### config.mk
export PLATFORM = sky130hd
export DESIGN_NAME = ref_ladder_ctrl
export DESIGN_NICKNAME = d
export VERILOG_FILES = /design/src/ref_ladder_pkg.sv /design/src/ref_level_model.sv /design/src/ahb_addr_decode.sv /design/src/ref_ladder_ctrl.sv
export VERILOG_INCLUDE_DIRS = /design/src
export SDC_FILE = /design/constraint.sdc
export NUM_CORES = 1
export LEC_CHECK = 0
export BUFFER_PORTS_ARGS = -buffer_cell sky130_fd_sc_hd__buf_2
export CAP_MARGIN = 10
export CORE_AREA = 2 2 99 101
export CTS_CLUSTER_DIAMETER = 60
export DETAILED_ROUTE_END_ITERATION = 16
export DIE_AREA = 0 0 101 103
export PLACE_DENSITY = 0.62
export SLEW_MARGIN = 20
export SYNTH_ARGS = -nofsm -noshare
export SYNTH_HDL_FRONTEND = slang
export SYNTH_HIERARCHICAL = 1
export SYNTH_SLANG_ARGS = --single-unit
### constraint.sdc
create_clock -name hclk -period 7.2 [get_ports hclk]
set_input_delay 1.44 -clock hclk [delete_from_list [all_inputs] [get_ports hclk]]
set_output_delay 1.44 -clock hclk [all_outputs]
set_load 0.03 [all_outputs]
### src/ref_ladder_regs.svh
/*
  Register offsets, field positions, reset values and scaling constants of the
  comparator reference ladder control block.
  Assumes inclusion by bare name from the package and the design modules.
*/
// How it works
// - Bit 7 powers the reference ladder when set, powers it down when clear.
// - Bit 6 routes the reference level onto its shared port pin when set.
// - While bit 6 is set, the pin's direction bit 5 is overridden.
// - Bit 5 picks low range (steps of span/24) or high range (quarter plus span/32).
// - Bit 4 picks the supply span: external reference pins or device supply.
// - Bits 3 to 0 give an unsigned tap level from 0 to 15.
// - Level is tap/24 of span in low range, span/4 plus tap/32 in high range.
// - Any reset clears power, pin drive, range and tap bits.
// - Waking from sleep leaves every control bit unchanged.
// - The reference works from its own control register, whatever the comparators do.
// - All eight control bits are readable, writable, and reset to zero.
`ifndef REF_LADDER_REGS_SVH
`define REF_LADDER_REGS_SVH

// Register byte addresses
`define ADDR_LADDER_CONTROL 12'h000
`define ADDR_LADDER_STATUS 12'h004
`define ADDR_PIN_DIRECTION 12'h008
`define ADDR_MSB 11
`define WORD_LSB 2

// Control field positions
`define BIT_POWER_ON 7
`define BIT_PIN_DRIVE 6
`define BIT_RANGE 5
`define BIT_SOURCE 4
`define TAP_MSB 3
`define TAP_LSB 0
`define PIN_DIR_BIT 5

// Reset values
`define CONTROL_RESET 8'h00
`define PIN_DIR_RESET 8'hFE

// Level scaling, level expressed in 1/96ths of the span
`define LEVEL_DENOM 8'h60
`define LOW_STEP 8'h04
`define HIGH_BASE 8'h18
`define HIGH_STEP 8'h03

// AHB encodings
`define HTRANS_NONSEQ 2'b10
`define HTRANS_SEQ 2'b11
`define HSIZE_WORD 3'b010

`endif

### src/ref_ladder_pkg.sv
/*
  Types shared by the reference ladder control modules.
  Assumes the constants header is present beside it.
*/
package ref_ladder_pkg;
  `include "ref_ladder_regs.svh"

  // Bus slave states
  typedef enum logic [2:0]
  {
    st_idle = 3'b001,
    st_write = 3'b010,
    st_read = 3'b100
  } bus_state_e;

  // Decoded register selection
  typedef enum logic [1:0]
  {
    sel_control = 2'b00,
    sel_status = 2'b01,
    sel_pindir = 2'b10,
    sel_none = 2'b11
  } reg_sel_e;

  typedef logic [7:0] level_t;
endpackage

### src/ref_level_model.sv
/*
  Combinational model of the selected reference level in 1/96ths of the span.
  Assumes its inputs come from the next value of the control register.
*/
`timescale 1ns/10ps
`include "ref_ladder_regs.svh"
module ref_level_model
  import ref_ladder_pkg::*;
(
  // Settings
  input wire logic range_select,
  input wire logic [3:0] tap_level,
  // Level in 96ths of the span
  output level_t level_96
);
  // Common denominator 96 keeps both ranges exact in integers
  always_comb
  begin
    if (range_select)
      level_96 = level_t'({4'h0, tap_level}) * `LOW_STEP;
    else
      level_96 = `HIGH_BASE + level_t'({4'h0, tap_level}) * `HIGH_STEP;
  end
endmodule

### src/ahb_addr_decode.sv
/*
  Address decoder for the ladder register window.
  Assumes word-aligned accesses on a 12-bit local offset.
*/
`timescale 1ns/10ps
`include "ref_ladder_regs.svh"
module ahb_addr_decode
  import ref_ladder_pkg::*;
(
  // Local address
  input wire logic [11:0] offset,
  // Decoded selection
  output reg_sel_e sel
);
  // Unknown offsets read zero and drop writes
  always_comb
  begin
    case (offset)
      `ADDR_LADDER_CONTROL: sel = sel_control;
      `ADDR_LADDER_STATUS: sel = sel_status;
      `ADDR_PIN_DIRECTION: sel = sel_pindir;
      default: sel = sel_none;
    endcase
  end
endmodule

### src/ref_ladder_ctrl.sv
/*
  Comparator reference ladder control: AHB-Lite slave holding the 8-bit
  ladder control register and a port direction register, driving the analog
  ladder settings and the shared pin control, plus a digital level model.
  Assumes a single 40 MHz clock and synchronous inputs; sleep is only a
  level input that must not disturb any setting.
*/
// Our own choices: the register offsets and the AHB-Lite interface to the registers.
`timescale 1ns/10ps
`include "ref_ladder_regs.svh"
module ref_ladder_ctrl
  import ref_ladder_pkg::*;
(
  // Clock and reset
  input wire logic hclk,
  input wire logic hresetn,
  // AHB-Lite slave
  input wire logic hsel,
  input wire logic [31:0] haddr,
  input wire logic [1:0] htrans,
  input wire logic hwrite,
  input wire logic [2:0] hsize,
  input wire logic [31:0] hwdata,
  input wire logic hready,
  output logic [31:0] hrdata,
  output logic hreadyout,
  output logic hresp,
  // Power state
  input wire logic sleep_active,
  // Analog ladder controls
  output logic ref_power_on,
  output logic ref_pin_drive,
  output logic range_select,
  output logic supply_source_select,
  output logic [3:0] tap_level,
  // Shared pin controls
  output logic pin_direction_bit5,
  output logic pin_analog_select,
  // Modeled level in 96ths of the span
  output level_t reference_level_output
);
  typedef struct packed
  {
    bus_state_e state;
    logic [11:0] offset;
    logic [7:0] control;
    logic [7:0] pin_dir;
    logic [31:0] rdata;
    logic pin_dir5;
    logic pin_analog;
    level_t level;
  } state_s;

  state_s cur;
  state_s next_cur;
  reg_sel_e addr_sel;
  reg_sel_e data_sel;
  level_t model_level;
  logic take;
  logic [7:0] next_control;
  logic [7:0] next_pin_dir;

  // Byte-wide register image placed in the low lane
  function automatic logic [31:0] widen(input logic [7:0] v);
    widen = {24'h0000_00, v};
  endfunction

  // Address-phase decode for reads, held-offset decode for writes
  ahb_addr_decode u_addr_dec
  (
    .offset({haddr[`ADDR_MSB:`WORD_LSB], 2'b00}),
    .sel(addr_sel)
  );

  ahb_addr_decode u_data_dec
  (
    .offset(cur.offset),
    .sel(data_sel)
  );

  // Register writes resolved on their own, so the level model sees the new
  // settings without a path looping back through next_cur
  always_comb
  begin
    next_control = cur.control;
    next_pin_dir = cur.pin_dir;
    // Write data phase commits the register; sleep plays no part
    if (cur.state == st_write)
    begin
      case (data_sel)
        sel_control: next_control = hwdata[7:0];
        sel_pindir: next_pin_dir = hwdata[7:0];
        default: next_control = cur.control;
      endcase
    end
  end

  // Level follows the settings being committed this cycle
  ref_level_model u_level
  (
    .range_select(next_control[`BIT_RANGE]),
    .tap_level(next_control[`TAP_MSB:`TAP_LSB]),
    .level_96(model_level)
  );

  // Valid transfer taken in the address phase
  assign take = hsel && hready && (htrans == `HTRANS_NONSEQ || htrans == `HTRANS_SEQ);

  // Next-state logic for the whole block
  always_comb
  begin
    next_cur = cur;
    next_cur.rdata = 32'h0000_0000;
    // Settings committed by a write data phase, if any
    next_cur.control = next_control;
    next_cur.pin_dir = next_pin_dir;
    // New address phase
    if (take)
    begin
      next_cur.offset = {haddr[`ADDR_MSB:`WORD_LSB], 2'b00};
      if (hwrite)
        next_cur.state = st_write;
      else
      begin
        next_cur.state = st_read;
        case (addr_sel)
          sel_control: next_cur.rdata = widen(next_cur.control);
          sel_status: next_cur.rdata = widen(model_level);
          sel_pindir: next_cur.rdata = widen(next_cur.pin_dir);
          default: next_cur.rdata = 32'h0000_0000;
        endcase
      end
    end
    else
    begin
      next_cur.state = st_idle;
    end
    // Pin drive forces the shared pin away from the digital buffer
    if (next_cur.control[`BIT_PIN_DRIVE])
    begin
      next_cur.pin_dir5 = 1'b1;
      next_cur.pin_analog = 1'b1;
    end
    else
    begin
      next_cur.pin_dir5 = next_cur.pin_dir[`PIN_DIR_BIT];
      next_cur.pin_analog = 1'b0;
    end
    next_cur.level = model_level;
    // Unused state codes fall back to idle
    case (next_cur.state)
      st_idle, st_write, st_read: next_cur.state = next_cur.state;
      default: next_cur.state = st_idle;
    endcase
  end

  // State register; reset clears every control bit
  always_ff @(posedge hclk or negedge hresetn)
  begin
    if (!hresetn)
    begin
      cur.state <= st_idle;
      cur.offset <= 12'h000;
      cur.control <= `CONTROL_RESET;
      cur.pin_dir <= `PIN_DIR_RESET;
      cur.rdata <= 32'h0000_0000;
      cur.pin_dir5 <= 1'b1;
      cur.pin_analog <= 1'b0;
      cur.level <= `HIGH_BASE;
    end
    else
    begin
      cur <= next_cur;
    end
  end

  // Outputs straight from flip-flops, no extra latency
  assign ref_power_on = cur.control[`BIT_POWER_ON];
  assign ref_pin_drive = cur.control[`BIT_PIN_DRIVE];
  assign range_select = cur.control[`BIT_RANGE];
  assign supply_source_select = cur.control[`BIT_SOURCE];
  assign tap_level = cur.control[`TAP_MSB:`TAP_LSB];
  assign pin_direction_bit5 = cur.pin_dir5;
  assign pin_analog_select = cur.pin_analog;
  assign reference_level_output = cur.level;
  assign hrdata = cur.rdata;
  assign hreadyout = 1'b1; // Zero wait states
  assign hresp = 1'b0; // Always OKAY

  // Sleep is observed but deliberately has no effect on settings
  logic unused_sleep;
  assign unused_sleep = sleep_active ^ (hsize == `HSIZE_WORD) ^ (|haddr[31:12])
    ^ (|haddr[1:0]) ^ (|hwdata[31:8]);
endmodule

Word level (Yosys, flattened, before mapping)
Cells that the tools add are included.
W data, S select, Z words.
{ "totals": {"ff_bits": 71, "latch_bits": 0, "ramBits": 0, "romBits": 0, "out_inout_bits": 52, "memories": 0} }
{ "op_classes": {"addsub": 1, "n_mul": 1, "n_div": 0, "magnitude_cmp": 0, "eq_ne": 13, "shift": 0, "muxes": 14, "bitwise_logic": 0, "n_reduce_logical": 8} }
{ "op_table": {"columns": ["cell", "n"], "rows": [
  ["$mux W32", 2],
  ["$mux W8", 5],
  ["$logic_not A12 Y1", 2],
  ["$pmux W8 S3", 1],
  ["$eq A10 B1 Y1 const B", 2],
  ["$eq A10 B2 Y1 const B", 2],
  ["$pmux W2 S3", 2],
  ["$mux W3", 3],
  ["$eq A2 B2 Y1 const B", 4],
  ["$add A5 B6 Y7 const A", 1],
  ["$eq A3 B2 Y1 const B", 2],
  ["$mul A4 B2 Y6 const B", 1],
  ["$logic_not A2 Y1", 2],
  ["$eq A3 B1 Y1 const B", 1],
  ["$eq A3 B3 Y1 const B", 1],
  ["$reduce_or A3 Y1", 1],
  ["$eq A2 B1 Y1 const B", 1],
  ["$logic_and A1 B1 Y1", 2],
  ["$mux W2", 1],
  ["$logic_or A1 B1 Y1", 1]
]} }

Depth between registers and ports, before layout
{ "logic_depth": {"ltp_word": 11, "mapped_depth": 14, "mapped_depth_nobuf": 14} }

By module
The synthesis kept the hierarchy.
{ "by_module_without_submodules": {"columns": ["module", "instances", "cells_per_inst", "area_per_inst_um2", "seq_area_each_um2"], "rows": [
  ["ref_ladder_ctrl", 1, 217, 2306.0, 1164.9],
  ["ref_level_model", 1, 29, 244.0, 0.0],
  ["ahb_addr_decode", 2, 6, 45.0, 0.0]
]} }

Worst setup path before layout
No wires, ideal clock.
{ "synth_path": {"path_kind": "register -> register", "from": "register cur[63] (netlist name)", "to": "register cur, in the netlist hrdata[4]", "t_arrival_ns": 3.434, "slack_ns": 3.670, "stages_incl_launch_ff": 14, "path_buffers": 0, "period_less_slack_ns": 3.530, "path_cell_list": "dfrtp_1 -> nor4_2 -> nand3_1 -> or4b_4 -> nor2_4 -> mux2_2 -> ha_1 -> ha_1 -> inv_1 -> fa_1 -> xnor2_1 -> o21ai_0 -> nand3_1 -> o31ai_1"} }
{ "synth_rtl": {"columns": ["item", "line", "rtl"], "rows": [
  ["end signal: assignment", "ref_ladder_ctrl.sv:173", "cur <= next_cur;"],
  ["end: declaration", "ref_ladder_ctrl.sv:54", "state_s cur;"]
]} }

==> results.cfg <==
[timing]
timing.fmax_mhz = 235
worst_pin_slew_ns = 0.998
hold_viol_final = 0
period_share_pct = 59.0
slew_headroom_pct = 33.2
fin_setup_tns_ns = 0
layout_min_cycle_time_ns = 4.25
finalMaxSlewViolations = 0
setup_ws_ns = 2.95
finalSetupViolCount = 0
fin_skew_ns = 0.00556
rsz0062_at_grt = no

[power_and_ir_drop]
clock_power_share_pct = 37.1
totalPowerFinal_uw = 519
netSwitchingFraction_pct = 25.9
power_density_nw_per_um2 = 183
p_int_uw = 384
pwr-share-comb_pct = 9.8
p_switching_uw = 135
p_leak_uw = 0.00139
p_seq_share_pct = 53.1
vdd_drop_max_uv = 71.6

[drt]
drtAntennaViolNets = 0
dr.pass1.iters = 4
drtIter0Drc = 104
vias = 1832
wl_per_cell_microns = 13.6
viasPerCell = 4.57
drt_wl_total_microns = 5450
post-route-drc-count = 0

[clock_tree]
holdBufCountCts = 0
postCtsSetupBuffers = 0
cts_max_level = 2
insertion_delay_ns = 0.30
post_cts.resized_instances = 0
cts_root_buf = clkbuf_8
clock_path_buffers = 2
cts_tree = yes
clk_pin_slew_ns = 0.08
cts.sinks = 46
cts_buffers = 5

[floorplanning]
initial_utilization_pct = 27.9
rows = 36
die_h_microns = 103
fp.dieW_microns = 101
ios = 127
core-area_sq_um = 9460
die-area_sq_um = 10400

[synthesis]
synth_flop_cell = dfrtp_1
async_flop_share_pct = 100
yosys.area.top_type = dfrtp_1
synth_area_sq_um = 2640
syn_inst = 258
postSynthRegisterBits = 46
netlist.area_leader.share_pct = 33.2
synth.most_common_cell = buf_4
avgSynthCellArea_sq_um = 10.2
synthTopCellsByCount = 48 x buf_4, 35 x dfrtp_1, 34 x nand2_1
ys_seq_area_share_pct = 44.1
synth-edff-count = 0
ys_warn_count = 6
synthTopCellsByArea = dfrtp_1 33%, buf_4 14%, dfstp_2 11%
ys_types = 37

[place]
dp_cells = 393
dpl.hpwl_microns = 4070
gp_congestion = 0.819
place_ws_ns = 2.97
io_buffers = 49

[hold_path]
hp-start = cur[61]
hp-class = reg -> reg

[layout]
nets = 368
antennaDiodeCount = 0
final_cells = 401
n_fill_cell = 978
utilization_pct = 30.0
syn_to_final_growth_pct = 7.49
layout-drive-gt1-share_pct = 32.4

[grt]
grt_pass1_vias = 1803
grt.overflow.total = 0
grt_first_pass_wirelength_microns = 8760
grtUsageTotal_pct = 10.9
antenna_found_initial = 1
grt_start_max_net_pins = 47

[critical_path]
cp_max_fo = 11
cp_data_required_time_ns = 7.40
r2r-start = cur[67]
cp-start-kind = register
worstPathArrival_ns = 4.45
crit_start = cur[67]
worstSetupPathType = reg -> reg
crit_path_end_kind = register

[status]
outcome = completed

[run]
max_cap_violations = 0
==> final timing paths <==
kind / end / slack (ns) / cells after the start
worst max register to register: hrdata[6] / 2.95 / 14
worst min-delay path: cur[61] / 0.48 / 2
max in group asynchronous: reference_level_output[7] / 5.29 / 1
min in group asynchronous: cur[66] / 1.29 / 1
worst min register to register: cur[61] / 0.48 / 2
worst max-delay path: hrdata[6] / 2.95 / 14
==> flip-flops by register name, summed over array words and instances, names as in the netlist <==
| register | cells |
|---|---|
| ref_power_on | 1 |
| hrdata | 8 |
| ref_pin_drive | 1 |
| cur | 21 |
| pin_direction_bit5 | 1 |
| supply_source_select | 1 |
| range_select | 1 |
| reference_level_output | 8 |
| tap_level | 4 |
==> worst max-delay path, stage by stage (launching register included) <==
cell and delay [ns]:
dfrtp_1 0.40, nor4_2 0.34, nand3_1 0.22, or4b_4 0.67
nor2_4 0.27, mux2_2 0.45, ha_1 0.30, ha_1 0.22
inv_1 0.08, fa_1 0.46, nor2_1 0.10, nor2_1 0.05
nor3_1 0.36, nand3_1 0.13, o31ai_1 0.10
==> metal layers <==
layer	vias up	share of wire, %	track usage (%)
met2	59	52	18.9
li1	859	-	-
met3	10	6.6	3.12
met4	2	2.0	5.93
met5	-	0.24	0
met1	902	39	12.0
==> cells by family after synthesis <==
logic type,synth area share (%)
simple gates,17.3
mux,6.40
fa+ha+maj,3.89
buf+inv,17.1
flops,44.1
compound gates,9.81
xor+xnor,0.995
other cells,0.427
==> layout make-up <==
cell class              instances  area, sq um  share of cell area, %
inverters                       7         26.3                  0.926
flip-flops and latches         46         1160                   41.0
clock buffers                   5         68.8                   2.43
well taps                     114          143                   5.03
clock inverters                 3         45.0                   1.59
repair buffers                 49          245                   8.64
multi-input cells             177         1140                   40.3
==> metrics by stage <==
| step | cell area [sq um] | hold WS (ns) |
|---|---|---|
| 2_1_floorplan | 2760 | 0.447 |
| 3_3_place_gp | 2720 | 0.462 |
| 3_5_place_dp | 2720 | 0.467 |
| 4_1_cts | 2840 | 0.488 |
| 5_1_grt | 2840 | 0.510 |
| 6_report | 2840 | 0.483 |
==> cell usage in the layout (no fill, tap or decap), drive strengths merged <==
master / netlist / final
buf: 54 / 49
conb: 3 / 35
dfrtp: 35 / 35
nand2: 35 / 35
mux2: 15 / 15
nand3: 14 / 14
dfstp: 11 / 11
a21oi: 9 / 9
a211oi: 8 / 8
o311ai: 8 / 8
nand2b: 8 / 8
o31ai: 8 / 8
inv: 6 / 6
clkbuf: 6 / 5
nor3: 5 / 5
ha: 5 / 5
o21ai: 4 / 4
nor4: 4 / 4
nor2: 4 / 4
nor2b: 3 / 3
clkinvlp: 0 / 2
xnor2: 2 / 2
fa: 2 / 2
clkinv: 1 / 1
nor4b: 1 / 1
or4b: 1 / 1
and3: 1 / 1
and2: 1 / 1
and4b: 1 / 1
xor2: 1 / 1
nand4: 1 / 1
bufinv: 0 / 1
nand3b: 1 / 1
==> power by group through the flow <==
stage / clock network [uW] / registers, uW / logic, uW
CTS: 196 / 276 / 51.3
detailed placement: 0 / 280 / 51.2
floorplan: 0 / 279 / 45.3
global route: 207 / 277 / 57.1
finish: 192 / 276 / 50.9
global placement: 0 / 280 / 50.2
Power figures use the tool's default switching activity.
